[config.mk]
export PLATFORM = sky130hd
export DESIGN_NAME = adc_test_pattern_gen
export DESIGN_NICKNAME = d
export VERILOG_FILES = /design/src/core/pn_gen.v /design/src/core/adc_test_pattern_gen.v
export VERILOG_INCLUDE_DIRS = /design/src /design/src/core
export SDC_FILE = /design/constraint.sdc
export NUM_CORES = 1
export LEC_CHECK = 0
export ABC_AREA = 1
export BUFFER_PORTS_ARGS = -buffer_cell sky130_fd_sc_hd__buf_4
export CAP_MARGIN = 20
export CORE_MARGIN = 8
export CORE_UTILIZATION = 50
export DETAILED_ROUTE_END_ITERATION = 8
export PLACE_DENSITY = 0.81
export SKIP_LAST_GASP = 1
export SLEW_MARGIN = 10
export SYNTH_ARGS = -nofsm -noshare
export SYNTH_HDL_FRONTEND = slang
export SYNTH_HIERARCHICAL = 1
export SYNTH_SLANG_ARGS = --single-unit
[constraint.sdc]
create_clock -name i_core_clk -period 3.16 [get_ports i_core_clk]
set_input_delay 0.158 -clock i_core_clk [delete_from_list [all_inputs] [get_ports i_core_clk]]
set_output_delay 0.158 -clock i_core_clk [all_outputs]
set_load 0.005 [all_outputs]
[src/core/tpg_defs.vh]
/*
  tpg_defs.vh: register indices, field positions, reset values, mode codes and
  pattern constants for the converter test pattern generator.
  Assumes it is included by bare name from the design files under core/.
*/
`ifndef TPG_DEFS_VH
`define TPG_DEFS_VH

// register indices; byte address is four times the index
`define IDX_DDC0_CTRL   11'h327
`define IDX_DDC1_CTRL   11'h347
`define IDX_TEST_A      11'h550
`define IDX_USER_FIRST  11'h551
`define IDX_USER_LAST   11'h558
`define IDX_TEST_B      11'h560
`define IDX_APP_MODE    11'h561
`define IDX_STATUS      11'h562

// test register fields
`define TM_SEL_MSB      3
`define TM_SEL_LSB      0
`define TM_PN_RST_LO    4
`define TM_PN_RST_HI    5
`define TM_USER_SINGLE  7

// converter path control and mode fields
`define DDC_TEST_I      0
`define DDC_TEST_Q      2
`define APP_DDC         0

// reset values
`define CTRL_RST        8'h00
`define USER_RST        8'h00

// select codes
`define SEL_MID         4'h1
`define SEL_POS         4'h2
`define SEL_NEG         4'h3
`define SEL_CHK         4'h4
`define SEL_PN_LONG     4'h5
`define SEL_PN_SHORT    4'h6
`define SEL_TOG         4'h7
`define SEL_USER        4'h8
`define SEL_RAMP        4'hf

// fixed pattern words
`define PAT_MID         14'h0000
`define PAT_POS         14'h1fff
`define PAT_NEG         14'h2000
`define PAT_CHK0        14'h1555
`define PAT_CHK1        14'h2aaa
`define PAT_ZERO        14'h0000
`define PAT_ONES        14'h3fff

// sequence generators: length, feedback tap, seed
`define PN_LONG_LEN     23
`define PN_LONG_TAP     5
`define PN_LONG_SEED    23'h00_3aff
`define PN_SHORT_LEN    9
`define PN_SHORT_TAP    4
`define PN_SHORT_SEED   9'h092

// user pattern walk
`define USER_LAST_WORD  3'h3
`define USER_DONE       3'h4

`endif

[src/core/pn_gen.v]
/*
  pn_gen.v: pseudo-random bit stream generator that emits fourteen stream bits
  per sample, first bit in the sample MSB.
  Assumes one sample per clock; reload has priority over advance.
*/
`include "tpg_defs.vh"

module pn_gen #(
  parameter integer     LEN  = 9,
  parameter integer     TAP  = 4,
  parameter [LEN-1:0]   SEED = 1
) (
  input  wire           i_core_clk,
  input  wire           i_rst,
  input  wire           i_reload,
  input  wire           i_advance,
  output reg  [13:0]    o_sample
);

  reg  [LEN-1:0] state_r;
  reg  [LEN-1:0] state_nxt;
  reg            fb;
  integer        i;

  // bit 0 of the state is the oldest stream bit; new bit = oldest xor tap
  always @* begin
    state_nxt = state_r;
    o_sample  = 14'h0000;
    fb        = 1'b0;
    for (i = 0; i < 14; i = i + 1) begin
      o_sample[13 - i] = state_nxt[0];
      fb               = state_nxt[0] ^ state_nxt[TAP];
      state_nxt        = {fb, state_nxt[LEN-1:1]};
    end
  end

  // held at the seed until selected, so the first sample is always the same
  always @(posedge i_core_clk) begin
    if (i_rst || i_reload) begin
      state_r <= SEED;
    end else if (i_advance) begin
      state_r <= state_nxt;
    end
  end

endmodule

[src/core/adc_test_pattern_gen.v]
/*
  adc_test_pattern_gen.v: test pattern generator between the converter core
  and output formatting, for two channels and two decimating paths, with a
  classic Wishbone register slave.
  Assumes all sample inputs come from logic on i_core_clk, one sample per
  clock, and that formatting downstream takes the registered outputs.
  Limitation: the reseed bits are levels, so a sequence stays frozen at its
  seed word for as long as either bit is left set.
*/
// Chosen here: the Wishbone slave port.
`include "tpg_defs.vh"

module adc_test_pattern_gen (
  input  wire          i_core_clk,
  input  wire          i_rst,
  input  wire          i_wb_cyc,
  input  wire          i_wb_stb,
  input  wire          i_wb_we,
  input  wire [12:0]   i_wb_adr,
  input  wire [3:0]    i_wb_sel,
  input  wire [31:0]   i_wb_dat,
  output wire [31:0]   o_wb_dat,
  output wire          o_wb_ack,
  input  wire [13:0]   i_adc_a,
  input  wire [13:0]   i_adc_b,
  input  wire [13:0]   i_ddc0_i,
  input  wire [13:0]   i_ddc0_q,
  input  wire [13:0]   i_ddc1_i,
  input  wire [13:0]   i_ddc1_q,
  output wire [13:0]   o_out_a,
  output wire [13:0]   o_out_b,
  output wire [13:0]   o_ddc0_i,
  output wire [13:0]   o_ddc0_q,
  output wire [13:0]   o_ddc1_i,
  output wire [13:0]   o_ddc1_q,
  output wire          o_test_active
);

  // register file
  reg  [7:0]   test_a_r;
  reg  [7:0]   test_b_r;
  reg  [7:0]   ddc0_ctrl_r;
  reg  [7:0]   ddc1_ctrl_r;
  reg  [7:0]   app_mode_r;
  reg  [7:0]   user_r [0:7];

  // bus slave state
  reg          ack_r;
  reg  [31:0]  dat_r;
  reg  [7:0]   rd_byte;

  // datapath registers
  reg  [13:0]  ddc0_i_r;
  reg  [13:0]  ddc0_q_r;
  reg  [13:0]  ddc1_i_r;
  reg  [13:0]  ddc1_q_r;
  reg          test_active_r;

  // per-channel results gathered from the generate loop
  wire [27:0]  pat_bus;
  wire [27:0]  out_bus;
  wire [1:0]   act_bus;
  wire [1:0]   done_bus;

  wire [10:0]  idx;
  wire [10:0]  uoff;
  wire         in_user;
  wire         req;
  wire         wr;
  wire         app_ddc;

  // per-path test decisions for the decimating outputs
  wire         tst_ddc0_i;
  wire         tst_ddc0_q;
  wire         tst_ddc1_i;
  wire         tst_ddc1_q;

  integer      k;

  // a request is taken once; ack drops in the cycle after it was given
  // the write waits for ack so it lands on the edge at which the master sees it
  assign idx     = i_wb_adr[12:2];
  assign uoff    = idx - `IDX_USER_FIRST;
  assign in_user = (idx >= `IDX_USER_FIRST) && (idx <= `IDX_USER_LAST);
  assign req     = i_wb_cyc & i_wb_stb & ~ack_r;
  assign wr      = i_wb_cyc & i_wb_stb & i_wb_we & ack_r & i_wb_sel[0];
  assign app_ddc = app_mode_r[`APP_DDC];

  // read mux; unmapped indices read as zero
  always @* begin
    rd_byte = 8'h00;
    if (in_user) begin
      rd_byte = user_r[uoff[2:0]];
    end else begin
      case (idx)
        `IDX_TEST_A:    rd_byte = test_a_r;
        `IDX_TEST_B:    rd_byte = test_b_r;
        `IDX_DDC0_CTRL: rd_byte = ddc0_ctrl_r;
        `IDX_DDC1_CTRL: rd_byte = ddc1_ctrl_r;
        `IDX_APP_MODE:  rd_byte = app_mode_r;
        `IDX_STATUS:    rd_byte = {5'h00, done_bus, test_active_r};
        default:        rd_byte = 8'h00;
      endcase
    end
  end

  // bus handshake: read data is caught when the request is taken
  // capturing early means o_wb_dat is already settled when ack rises
  always @(posedge i_core_clk) begin
    if (i_rst) begin
      ack_r <= 1'b0;
      dat_r <= 32'h0000_0000;
    end else begin
      ack_r <= req;
      if (req) begin
        dat_r <= {24'h00_0000, rd_byte};
      end
    end
  end

  assign o_wb_ack = ack_r;
  assign o_wb_dat = dat_r;

  // writes land on the edge at which the master sees ack; only lane 0 counts
  // writes to unmapped or read-only indices are acked and dropped
  always @(posedge i_core_clk) begin
    if (i_rst) begin
      test_a_r    <= `CTRL_RST;
      test_b_r    <= `CTRL_RST;
      ddc0_ctrl_r <= `CTRL_RST;
      ddc1_ctrl_r <= `CTRL_RST;
      app_mode_r  <= `CTRL_RST;
      for (k = 0; k < 8; k = k + 1) begin
        user_r[k] <= `USER_RST;
      end
    end else if (wr) begin
      if (in_user) begin
        user_r[uoff[2:0]] <= i_wb_dat[7:0];
      end
      case (idx)
        `IDX_TEST_A:    test_a_r    <= i_wb_dat[7:0];
        `IDX_TEST_B:    test_b_r    <= i_wb_dat[7:0];
        `IDX_DDC0_CTRL: ddc0_ctrl_r <= i_wb_dat[7:0];
        `IDX_DDC1_CTRL: ddc1_ctrl_r <= i_wb_dat[7:0];
        `IDX_APP_MODE:  app_mode_r  <= i_wb_dat[7:0];
        default:        app_mode_r  <= app_mode_r;
      endcase
    end
  end

  // one generator per channel: ch 0 is channel A, ch 1 is channel B
  // the channels share the user words but keep their own counters
  genvar ch;
  generate
    for (ch = 0; ch < 2; ch = ch + 1) begin : chan
      wire [7:0]   ctl;
      wire [3:0]   sel_now;
      wire [13:0]  adc_in;
      wire         pn_clr;
      wire         same;
      wire         single;
      wire         ph_e;
      wire [2:0]   ui_e;
      wire [13:0]  rp_e;
      wire [15:0]  up_word;
      wire [13:0]  pn_long;
      wire [13:0]  pn_short;
      reg  [3:0]   sel_r;
      reg          phase_r;
      reg  [2:0]   uidx_r;
      reg  [2:0]   uidx_nxt;
      reg  [13:0]  ramp_r;
      reg  [13:0]  out_r;
      reg  [13:0]  pat_c;
      reg          act_c;

      assign ctl     = (ch == 0) ? test_a_r : test_b_r;
      assign adc_in  = (ch == 0) ? i_adc_a : i_adc_b;
      assign sel_now = ctl[`TM_SEL_MSB:`TM_SEL_LSB];
      assign pn_clr  = ctl[`TM_PN_RST_LO] | ctl[`TM_PN_RST_HI];
      assign single  = ctl[`TM_USER_SINGLE];

      // a new code restarts its counters, so its first sample is the first word
      // without this a mode switch would show one stale count word first
      assign same    = (sel_now == sel_r);
      assign ph_e    = same ? phase_r : 1'b0;
      assign ui_e    = same ? uidx_r : 3'h0;
      assign rp_e    = same ? ramp_r : 14'h0000;
      assign up_word = {user_r[{ui_e[1:0], 1'b1}], user_r[{ui_e[1:0], 1'b0}]};

      // sequences sit at their seed until selected, then step every sample
      // holding the idle generator costs a mux but keeps every start repeatable
      pn_gen #(
        .LEN  (`PN_LONG_LEN),
        .TAP  (`PN_LONG_TAP),
        .SEED (`PN_LONG_SEED)
      ) u_pn_long (
        .i_core_clk (i_core_clk),
        .i_rst      (i_rst),
        .i_reload   (pn_clr | (sel_now != `SEL_PN_LONG)),
        .i_advance  (sel_now == `SEL_PN_LONG),
        .o_sample   (pn_long)
      );

      pn_gen #(
        .LEN  (`PN_SHORT_LEN),
        .TAP  (`PN_SHORT_TAP),
        .SEED (`PN_SHORT_SEED)
      ) u_pn_short (
        .i_core_clk (i_core_clk),
        .i_rst      (i_rst),
        .i_reload   (pn_clr | (sel_now != `SEL_PN_SHORT)),
        .i_advance  (sel_now == `SEL_PN_SHORT),
        .o_sample   (pn_short)
      );

      // user word walk: repeat wraps after word four, single parks on zeros
      // the index also steps outside user mode; a code change restarts it anyway
      always @* begin
        if (single) begin
          uidx_nxt = (ui_e == `USER_DONE) ? `USER_DONE : ui_e + 3'h1;
        end else begin
          uidx_nxt = (ui_e >= `USER_LAST_WORD) ? 3'h0 : ui_e + 3'h1;
        end
      end

      // pattern select; off and unassigned codes pass converter data
      // codes 1001 to 1110 have no pattern and fall through to the samples
      always @* begin
        pat_c = adc_in;
        act_c = 1'b1;
        case (sel_now)
          `SEL_MID:      pat_c = `PAT_MID;
          `SEL_POS:      pat_c = `PAT_POS;
          `SEL_NEG:      pat_c = `PAT_NEG;
          `SEL_CHK:      pat_c = ph_e ? `PAT_CHK1 : `PAT_CHK0;
          `SEL_PN_LONG:  pat_c = pn_long;
          `SEL_PN_SHORT: pat_c = pn_short;
          `SEL_TOG:      pat_c = ph_e ? `PAT_ONES : `PAT_ZERO;
          `SEL_USER:     pat_c = (ui_e == `USER_DONE) ? `PAT_ZERO : up_word[15:2];
          `SEL_RAMP:     pat_c = rp_e;
          default:       act_c = 1'b0;
        endcase
      end

      // counters run every clock regardless of the analog input
      // they are free running; a select change restarts them through same
      always @(posedge i_core_clk) begin
        if (i_rst) begin
          sel_r   <= 4'h0;
          phase_r <= 1'b0;
          uidx_r  <= 3'h0;
          ramp_r  <= 14'h0000;
          out_r   <= 14'h0000;
        end else begin
          sel_r   <= sel_now;
          phase_r <= ~ph_e;
          uidx_r  <= uidx_nxt;
          ramp_r  <= rp_e + 14'h0001;
          out_r   <= pat_c;
        end
      end

      assign pat_bus[ch*14 +: 14] = pat_c;
      assign out_bus[ch*14 +: 14] = out_r;
      assign act_bus[ch]          = act_c;
      assign done_bus[ch]         = (uidx_r == `USER_DONE);
    end
  endgenerate

  // each path needs decimating mode, its own enable and an active code on its channel;
  // an enable with the channel off passes data, so a stray enable bit is harmless
  assign tst_ddc0_i = app_ddc & ddc0_ctrl_r[`DDC_TEST_I] & act_bus[0];
  assign tst_ddc0_q = app_ddc & ddc0_ctrl_r[`DDC_TEST_Q] & act_bus[1];
  assign tst_ddc1_i = app_ddc & ddc1_ctrl_r[`DDC_TEST_I] & act_bus[0];
  assign tst_ddc1_q = app_ddc & ddc1_ctrl_r[`DDC_TEST_Q] & act_bus[1];

  // decimating paths: I takes channel A pattern, Q takes channel B pattern
  always @(posedge i_core_clk) begin
    if (i_rst) begin
      ddc0_i_r      <= 14'h0000;
      ddc0_q_r      <= 14'h0000;
      ddc1_i_r      <= 14'h0000;
      ddc1_q_r      <= 14'h0000;
      test_active_r <= 1'b0;
    end else begin
      ddc0_i_r <= tst_ddc0_i ? pat_bus[13:0] : i_ddc0_i;
      ddc0_q_r <= tst_ddc0_q ? pat_bus[27:14] : i_ddc0_q;
      ddc1_i_r <= tst_ddc1_i ? pat_bus[13:0] : i_ddc1_i;
      ddc1_q_r <= tst_ddc1_q ? pat_bus[27:14] : i_ddc1_q;
      test_active_r <= |act_bus;
    end
  end

  // every output leaves from a flop so formatting sees clean sample edges
  // the pattern word and its flag come from one edge, so they never disagree
  assign o_out_a       = out_bus[13:0];
  assign o_out_b       = out_bus[27:14];
  assign o_ddc0_i      = ddc0_i_r;
  assign o_ddc0_q      = ddc0_q_r;
  assign o_ddc1_i      = ddc1_i_r;
  assign o_ddc1_q      = ddc1_q_r;
  assign o_test_active = test_active_r;

endmodule

==> results.py, run 1 <==
metrics = {
    "run_status": {
        "status": "finished clean",
    },
    "clock_tree": {
        "cts_root_buf": "clkbuf_16",
        "cts_tree": "done",
        "clk_pin_slew_ps": 60,
        "htreeDepth": 2,
        "cts_made_buffers": 35,
        "clock_sinks": 306,
        "clk_latency_ps": 530,
        "postCtsSetupBuffers": 0,
        "cts_buffer_depth": 3,
        "cts_resized": 0,
    },
    "layout": {
        "layoutNonFillerInstCount": 2950,
        "syn2layout_area_growth_pct": 22.1,
        "drive_above_1_share_pct": 15.8,
        "utilization_pct": 61.7,
        "fin_nets": 2670,
    },
    "setup_path": {
        "cp_top_family": "simple AND/OR/NAND/NOR gates",
        "cp_max_fo": 15,
        "cp-startpoint": "chan[1].ctl[1]",
        "crit_buf_inv": 1,
        "cpMostUsedCell": "nand2_1",
        "ff2ff_path_depth": 12,
        "worstPathCellList": "inv_4, nand2_1, nand2_1, nor2_8, nand2_4, nor2_2, ha_1, nand2_1, nor2_1, nand2_1, or2_0, a21oi_1",
        "cp.depth": 12,
        "cp-endpoint": "chan[1].ramp_r[8]",
        "r2r_end": "chan[1].ramp_r[8]",
        "crit_arrival_ps": 3190,
        "critPathMaxStageDelay_ps": 540,
        "rrSetupSlack_ps": 430,
        "r2r-start": "chan[1].ctl[1]",
        "path_class": "flop to flop",
        "cp-start-kind": "flop",
        "critical_path.slowest_cell": "dfxtp_1",
        "crit_path_end_kind": "flop",
        "required_ps": 3610,
    },
    "sta": {
        "drv_slew": 0,
        "slew_headroom_pct": 39.7,
        "period_needed_ps": 2730,
        "period_share_pct": 86.4,
        "fmax_mhz": 366,
        "setup_tns_ps": 0,
        "setup_viol": 0,
        "hold_viol": 0,
        "clock_skew_ps": 16.1,
        "worstMarginPinSlew_ps": 894,
        "rsz0062_at_grt": "no",
        "hold_ws_ps": 11.3,
    },
    "synthesis": {
        "syn_area_per_cell_um2": 6.98,
        "syn_area_um2": 15900,
        "ys.flop_type": "dfxtp_1",
        "synth_top_area_cell": "dfxtp_1",
        "ys_ff_latch": 306,
        "seq_area_frac_synth_pct": 42.5,
        "syn-instance-count": 2278,
        "yosysWarnings": 6,
        "synthTopCellsByArea": "dfxtp_1 30%, nand2_1 15%, edfxtp_1 12%",
        "async_reset_ff_share_pct": 0,
        "synth-edff-count": 64,
        "netlist.area_leader.share_pct": 30.4,
        "synth.distinct_cells": 45,
    },
    "power_and_ir_drop": {
        "clkPwrFrac_pct": 44.4,
        "pwr-share-seq_pct": 44.1,
        "power.switching_mw": 2.41,
        "switching_share_pct": 25.4,
        "internal_power_mw": 7.07,
        "peakVddDrop_v": 0.000319,
        "p_comb_share_pct": 11.6,
        "leakage_nw": 8.60,
        "total_power_mw": 9.48,
        "p_per_area_nw_per_um2": 488,
    },
    "die": {
        "die-area_um2": 37800,
        "pin_count": 256,
        "rows": 65,
        "core-area_um2": 31500,
        "die_w_um": 194,
        "fp.dieH_um": 194,
        "initial_core_util_pct": 50.6,
    },
    "hold_path": {
        "hold_class": "input pin to flop",
    },
    "drt": {
        "via_count": 16300,
        "vias_per_cell": 5.53,
        "drtIter0Drc": 1707,
        "wl_per_cell_um": 18.5,
        "drtPass1Iterations": 7,
        "wirelength_um": 54500,
        "remaining_drc_errors": 0,
        "drtAntennaViolNets": 0,
    },
    "run": {
        "drv_cap": 0,
    },
    "global_routing": {
        "grt_max_degree": 57,
        "grt_pass1_vias": 15500,
        "grtUsageTotal_pct": 27.6,
        "grt_pass1_wl_um": 83900,
        "antenna_found_initial": 3,
        "overflow": 0,
    },
    "placed_design": {
        "routabilityCongestion": 1.03,
        "placed_cells": 2826,
        "place_hpwl_um": 38800,
        "io_buffer_count": 202,
    },
}
## metrics by stage
stage	area [µm²]	worst slack [ps]
2_1_floorplan	16000	702
3_3_place_gp	17600	588
3_5_place_dp	17600	530
4_1_cts	19400	506
5_1_grt	19400	203
6_report	19400	429
## layout make-up
cell class,count,area [µm²]
tap,402,503
clock inverter,12,178
multi-input combinational,1640,7700
timing repair buffer,292,2350
antenna,2,5.00
fill,2705,12000
sequential,306,6770
inverter,246,926
clock buffer,50,1000
## metal layers
metal	track usage, %	routed length [µm]
met1	33.8	21400
met5	0	13
met2	44.5	24800
met4	14.5	2930
met3	6.98	5410
## synth_stat cells, types with 12 or more instances
cell type / number
nand2_1: 622
nand3b_1: 12
o211ai_1: 18
nand2_2: 21
a211oi_1: 18
o21ai_0: 128
a21oi_1: 190
clkbuf_1: 43
nand4_1: 28
nand3_1: 190
buf_4: 35
dfxtp_1: 242
edfxtp_1: 64
inv_2: 24
nor3_1: 12
or2_2: 30
inv_1: 207
clkinv_1: 14
nor2_1: 273
buf_2: 21
## worst reg2reg max path: stages, from the launching register on
cell     delay (ps)
dfxtp_1         540
inv_4            80
nand2_1          70
nand2_1         120
nor2_8          230
nand2_4         230
nor2_2          220
ha_1            320
nand2_1          80
nor2_1          310
nand2_1         120
or2_0           210
a21oi_1         130
## logic make-up after synthesis
logic type | count (synthesis) | share of synthesized area [%]
and+or+nand+nor | 1228 | 34.1
AOI/OAI and AO/OA | 374 | 12.6
buffers and inverters | 355 | 9.72
DFF | 306 | 42.5
adders and majority gates | 11 | 0.865
xor gates and xnor gates | 3 | 0.165
other | 1 | 0.0236
## how the worst min path moves through the flow
| stage | endpoint | start | slack [ps] | cells after the start |
|---|---|---|---|---|
| after floorplan | chan[0].u_pn_short/state_r[4] | i_rst | 280 | 2 |
| final | o_ddc1_q[7] | i_ddc1_q[7] | 10 | 3 |
| after detailed placement | chan[1].ramp_r[4] | chan[1].ramp_r[4] | 430 | 1 |
| after CTS | o_ddc0_i[7] | i_ddc0_i[7] | 0.7 | 3 |
| after global placement | chan[1].ramp_r[4] | chan[1].ramp_r[4] | 420 | 1 |
| after global routing | o_ddc1_q[7] | i_ddc1_q[7] | 0.5 | 3 |
## repair_timing
| item | CTS | global route |
|---|---|---|
| hold buffers | 60 | 0 |
| hold endpoints to repair | 73 | 0 |
| endpoints found under the setup margin | 0 | 0 |
## power by group through the flow
stage | sequential, mW | combinational (mW) | clock (mW)
finish | 4.18 | 1.10 | 4.21
global route | 4.18 | 1.18 | 4.41
CTS | 4.17 | 1.06 | 4.24
detailed placement | 4.26 | 0.989 | 0
global placement | 4.25 | 0.975 | 0
floorplan | 4.23 | 0.597 | 0
## cells in the final DEF, fill, tap and decap left out, types with 24 or more instances in the layout
| master | n |
|---|---|
| nand2_1 | 622 |
| nor2_1 | 272 |
| dfxtp_1 | 242 |
| buf_4 | 231 |
| inv_1 | 207 |
| nand3_1 | 190 |
| a21oi_1 | 190 |
| o21ai_0 | 128 |
| edfxtp_1 | 64 |
| dlygate4sd3_1 | 60 |
| clkbuf_16 | 36 |
| or2_2 | 30 |
| nand4_1 | 28 |
| inv_2 | 25 |
| conb_1 | 24 |
## flip-flops by register name, summed over array words and instances (netlist names)
signal,cells
app_mode_r,8
chan.ctl,16
chan.phase_r,2
chan.ramp_r,28
chan.sel_r,8
chan.u_pn_long/state_r,46
chan.u_pn_short/state_r,18
chan.uidx_r,6
ddc0_ctrl_r,8
ddc1_ctrl_r,8
o_ddc0_i,14
o_ddc0_q,14
o_ddc1_i,14
o_ddc1_q,14
o_out_a,14
o_out_b,14
o_test_active,1
o_wb_ack,1
o_wb_dat,8
user_r,64
(Power assumes the default switching activity.)
==> inputs of run 2 (changes only) <==
Settings changed: BUFFER_PORTS_ARGS -buffer_cell sky130_fd_sc_hd__buf_4 to -buffer_cell sky130_fd_sc_hd__buf_2.
==> run 2 against run 1 <==
  * Sequential share of layout area increased by 0.93 points
  * Critical path depth stayed put
  * Final area decreased by 2.6%
  * Utilization is 1.6 points lower
  * Combinational power decreased by 8%
  * Flip-flop and latch count did not move
  * Count of clock-buffer cells in the layout decreased by 7
  * Via count increased by 1.3%
  * First-iteration DRC count increased by 9.7%
  * Die area unchanged
  * Total power is 3.4% lower
  * Clock skew barely moved
  * Highest routed layer unchanged
==> results.py, run 2 (synthesized netlist as in run 1, its figures left out) <==
metrics = {
    "run_status": {
        "status": "finished clean",
    },
    "run": {
        "drv_cap": 0,
    },
    "power_and_ir_drop": {
        "internal_power_mw": 6.79,
        "p_comb_share_pct": 11.0,
        "leakage_nw": 8.48,
        "total_power_mw": 9.16,
        "power.switching_mw": 2.37,
        "clkPwrFrac_pct": 43.4,
        "p_per_area_nw_per_um2": 484,
        "peakVddDrop_v": 0.000396,
        "switching_share_pct": 25.9,
        "pwr-share-seq_pct": 45.5,
    },
    "placed_design": {
        "routabilityCongestion": 0.984,
        "place_area_um2": 17200,
        "place_hpwl_um": 38200,
        "io_buffer_count": 202,
    },
    "setup_path": {
        "required_ps": 3610,
        "path_class": "flop to flop",
        "crit_arrival_ps": 3230,
        "worstPathCellList": "inv_4, nand2_1, nand2_1, nor2_8, nand3_4, inv_2, nand2_1, nand2_1, nand3_1, nand2_1, nand2_1, a21oi_1",
        "crit_path_end_kind": "flop",
        "crit_buf_inv": 2,
        "cp_top_family": "simple AND/OR/NAND/NOR gates",
        "cpMostUsedCell": "nand2_1",
        "critPathMaxStageDelay_ps": 520,
        "cp-startpoint": "chan[1].ctl[1]",
        "r2r-start": "chan[1].ctl[1]",
        "critical_path.slowest_cell": "dfxtp_1",
        "cp-start-kind": "flop",
        "cp_max_fo": 26,
    },
    "layout": {
        "largest_reg_flops": 64,
        "drive_above_1_share_pct": 16.1,
        "final_cell_mix": "622 x nand2_1, 272 x nor2_1, 242 x dfxtp_1, 207 x inv_1, 201 x buf_2",
        "syn2layout_area_growth_pct": 19.0,
        "regMostFlops": "user_r",
        "fillCellCount": 2779,
        "top_regs": "user_r: 64 flops, chan.u_pn_long/state_r: 46 flops, chan.ramp_r: 28 flops",
        "fin_nets": 2678,
        "layout_commonest_cell": "nand2_1",
        "postLayoutCellArea_um2": 18900,
        "utilization_pct": 60.1,
    },
    "sta": {
        "fmax_mhz": 360,
        "rsz0062_at_grt": "no",
        "worstMarginPinSlew_ps": 758,
        "slew_headroom_pct": 49.3,
        "drv_slew": 0,
        "clock_skew_ps": 16.5,
        "hold_viol": 0,
        "period_share_pct": 87.9,
        "period_needed_ps": 2780,
        "setup_viol": 0,
        "setup_tns_ps": 0,
    },
    "die": {
        "die_w_um": 194,
        "fp.dieH_um": 194,
        "pin_count": 256,
        "rows": 65,
        "core-area_um2": 31500,
        "die-area_um2": 37800,
        "initial_core_util_pct": 50.6,
    },
    "drt": {
        "drtPass1Iterations": 6,
        "wirelength_um": 53400,
        "wl_per_cell_um": 18.1,
        "drtAntennaViolNets": 0,
        "vias_per_cell": 5.60,
        "via_count": 16500,
        "remaining_drc_errors": 0,
        "drtIter0Drc": 1872,
    },
    "clock_tree": {
        "htreeDepth": 2,
        "clock_sinks": 306,
        "postCtsSetupBuffers": 0,
        "cts_tree": "done",
        "cts_resized": 0,
        "cts_buffer_depth": 3,
        "cts_root_buf": "clkbuf_16",
        "cts_made_buffers": 34,
        "clk_pin_slew_ps": 60,
        "clk_latency_ps": 530,
    },
    "global_routing": {
        "grt_pass1_vias": 15800,
        "grtUsageTotal_pct": 27.1,
        "antenna_found_initial": 2,
        "grt_max_degree": 57,
        "overflow": 0,
        "grt_pass1_wl_um": 83200,
    },
    "hold_path": {
        "hold_class": "input pin to flop",
        "hold_path.startpoint": "i_ddc1_q[4]",
    },
}
[run 2: changes by cell type in the layout (fill, tap and decap cells not counted), sizes merged]
cell	before	now
buf	232	243
clkbuf	50	43
clkinv	19	26
dlygate4sd3	60	58
inv	235	233
bufinv	4	3
diode	2	1
[run 2: area by class of cell]
type | instances | area (µm²) | area share (%)
sequential | 306 | 6770 | 35.7
clock buffer | 43 | 925 | 4.88
inverter | 246 | 926 | 4.89
timing repair buffer | 301 | 1910 | 10.1
clock inverter | 16 | 195 | 1.03
tap | 402 | 503 | 2.66
antenna | 1 | 2.50 | 0.0132
multi-input combinational | 1640 | 7700 | 40.7
[run 2: per-layer routing]
| metal | wire, µm | vias up | part of all wire (%) | global-route usage (%) |
|---|---|---|---|---|
| met5 | 10 | - | 0.019 | 0 |
| li1 | - | 7832 | - | - |
| met4 | 2500 | 2 | 4.7 | 12.2 |
| met2 | 25100 | 877 | 47 | 46.2 |
| met3 | 4820 | 169 | 9.0 | 4.75 |
| met1 | 21000 | 7659 | 39 | 33.0 |
[run 2: timing repair]
item,CTS,global route
endpoints found under the setup margin,0,0
hold buffers,57,1
endpoints found under the hold margin,65,1
[run 2: power by group through the flow]
stage	Combinational [mW]	Clock, mW	Sequential [mW]
after floorplan	0.597	0	4.23
after detailed placement	0.921	0	4.25
after global placement	0.893	0	4.24
after CTS	0.983	4.00	4.16
after global routing	1.11	4.15	4.18
final	1.01	3.98	4.17
[run 2: path summary, 6_finish.rpt]
| check | to | slack, ps | depth (start not counted) |
|---|---|---|---|
| hold reg to reg | ddc1_ctrl_r[6] | 460 | 2 |
| setup / recovery | o_ddc1_q[2] | 380 | 12 |
| hold / removal | o_ddc1_q[4] | 4 | 3 |
| setup reg to reg | o_ddc1_q[2] | 380 | 12 |
[run 2: metrics by stage]
step / cells / hold slack [ps] / worst slack (ps)
finish: 2955 / 4.32 / 384
floorplan: 2301 / 285 / 702
detailed placement: 2837 / 440 / 383
CTS: 2953 / 0.978 / 456
global route: 2955 / 27.6 / 234
global placement: 2837 / 423 / 468
[run 2: worst min-delay path, stage by stage]
cell and delay, ps:
buf_2 80, o21ai_0 120, a21oi_1 130
==> inputs of run 3 (changes only) <==
Settings changed: CORE_MARGIN 8 to 1.5.
==> run 3 against run 2 <==
  * Sequential share of layout area fell by 0.25 points
  * Global-route usage grew 3.7 points
  * First-iteration DRC count is 6.6% higher
  * Worst hold slack better by 28 ps
  * Largest cell class unchanged
  * Clock skew up 7.3 ps
  * Critical path depth unchanged
  * Count of clock-buffer cells in the layout up 2
  * Die area fell by 13%
  * Clock power is 8.5% higher
  * Sequential power about the same
==> results.py, run 3 (synthesized netlist as in run 1, its figures left out) <==
metrics = {
    "setup_path": {
        "crit_arrival_ps": 3290,
        "crit_path_end_kind": "flop",
        "cpMostUsedCell": "nand2_1",
        "critical_path.slowest_cell": "dfxtp_1",
        "cp-start-kind": "flop",
        "path_class": "flop to flop",
        "critPathMaxStageDelay_ps": 520,
        "required_ps": 3610,
        "cp_max_fo": 15,
        "worstPathCellList": "nand2_1, nand2_1, nor2_8, nand2_4, inv_1, nand2_1, nand2_1, inv_1, nand3_1, nand2_1, nand2_1, a21oi_1",
    },
    "layout": {
        "fillCellCount": 2773,
        "fin_nets": 2676,
        "regMostFlops": "user_r",
        "insertedDiodeCount": 0,
        "largest_reg_flops": 64,
        "syn2layout_area_growth_pct": 19.8,
        "layout_commonest_cell": "nand2_1",
        "layoutNonFillerInstCount": 2955,
        "utilization_pct": 60.6,
        "top_regs": "user_r: 64 flops, chan.u_pn_long/state_r: 46 flops, chan.ramp_r: 28 flops",
        "final_cell_mix": "622 x nand2_1, 272 x nor2_1, 242 x dfxtp_1, 207 x inv_1, 201 x buf_2",
        "drive_above_1_share_pct": 16.2,
    },
    "placed_design": {
        "place_ws_ps": 501,
        "placed_cells": 2829,
        "routabilityCongestion": 1.05,
        "place_hpwl_um": 36500,
        "io_buffer_count": 202,
    },
    "sta": {
        "clock_skew_ps": 23.8,
        "setup_tns_ps": 0,
        "finalWorstSetupSlack_ps": 320,
        "rsz0062_at_grt": "no",
        "setup_viol": 0,
        "fmax_mhz": 352,
        "drv_slew": 0,
        "period_share_pct": 89.9,
        "worstMarginPinSlew_ps": 995,
        "slew_headroom_pct": 33.4,
        "period_needed_ps": 2840,
        "hold_viol": 0,
    },
    "clock_tree": {
        "ctsHoldBuffers": 63,
        "clk_pin_slew_ps": 60,
        "cts_root_buf": "clkbuf_16",
        "cts_buffer_depth": 3,
        "clk_latency_ps": 530,
        "cts_made_buffers": 35,
        "clock_sinks": 306,
        "postCtsSetupBuffers": 0,
        "cts_resized": 0,
        "cts_tree": "done",
        "htreeDepth": 2,
    },
    "power_and_ir_drop": {
        "pwr-share-seq_pct": 43.9,
        "p_per_area_nw_per_um2": 498,
        "total_power_mw": 9.50,
        "leakage_nw": 8.53,
        "peakVddDrop_v": 0.000404,
        "internal_power_mw": 7.08,
        "power.switching_mw": 2.42,
        "clkPwrFrac_pct": 45.5,
        "switching_share_pct": 25.4,
        "p_comb_share_pct": 10.6,
    },
    "global_routing": {
        "overflow": 0,
        "grtUsageTotal_pct": 30.8,
        "grt_max_degree": 70,
        "grt_pass1_vias": 15100,
        "antenna_found_initial": 0,
        "grt_pass1_wl_um": 80600,
    },
    "die": {
        "initial_core_util_pct": 50.6,
        "fp.dieH_um": 181,
        "core-area_um2": 31500,
        "rows": 65,
        "die-area_um2": 32900,
        "pin_count": 256,
        "die_w_um": 181,
    },
    "run": {
        "drv_cap": 0,
    },
    "drt": {
        "via_count": 16500,
        "wl_per_cell_um": 17.6,
        "vias_per_cell": 5.57,
        "drtIter0Drc": 1996,
        "wirelength_um": 52100,
        "remaining_drc_errors": 0,
        "drtPass1Iterations": 8,
        "drtAntennaViolNets": 0,
    },
    "hold_path": {
        "hold_class": "input pin to flop",
    },
    "run_status": {
        "status": "finished clean",
    },
}
## run 3: changes by cell type in the layout (fill, tap and decap cells not counted), sizes merged
| cell | change |
|---|---|
| dlygate4sd3 | +5 |
| bufinv | +1 |
| clkinvlp | +2 |
| inv | +1 |
| buf | -8 |
| clkinv | -2 |
| clkbuf | +2 |
| diode | -1 |
## run 3: power by group through the flow
stage,logic (mW),clock network (mW),registers (mW)
after detailed placement,0.897,0,4.25
final,1.01,4.32,4.17
after global routing,1.10,4.51,4.18
after floorplan,0.597,0,4.23
after global placement,0.879,0,4.25
after CTS,0.967,4.35,4.17
## run 3: final timing paths
kind                            slack [ps]         startpoint  depth (start not counted)           endpoint
worst max-delay path                   320     chan[1].ctl[1]                         12        o_ddc0_q[3]
worst min-delay path                    30         i_adc_b[5]                          4         o_out_b[5]
worst max register to register         320     chan[1].ctl[1]                         12        o_ddc0_q[3]
worst min register to register         440  chan[1].ramp_r[4]                          1  chan[1].ramp_r[4]
## run 3: cell type report
class                      instances  area (µm²)  share of cell area, %
timing repair buffer             298        1920                   10.1
clock inverter                    18         238                   1.25
tap                              402         503                   2.64
clock buffer                      45        1020                   5.33
sequential                       306        6770                   35.5
multi-input combinational       1640        7700                   40.4
inverter                         246         926                   4.86
## run 3: per-layer routing
layer  share of wire [%]  GRT usage, %
met5                   0             0
met4                 4.4          13.0
met3                 9.9          5.38
met2                  46          50.5
met1                  40          40.0
## run 3: critical path: cells and delay by family (launching register included)
| family | cells | cell delay (ps) |
|---|---|---|
| simple gates | 9 | 1460 |
| buf+inv | 2 | 590 |
| flops | 1 | 520 |
| compound gates | 1 | 190 |
## run 3: stage by stage
| step | cell area, µm² | hold WS (ps) |
|---|---|---|
| detailed placement | 17200 | 426 |
| floorplan | 16000 | 285 |
| finish | 19100 | 32.1 |
| CTS | 19100 | 2.30 |
| global placement | 17200 | 419 |
| global route | 19100 | 46.2 |
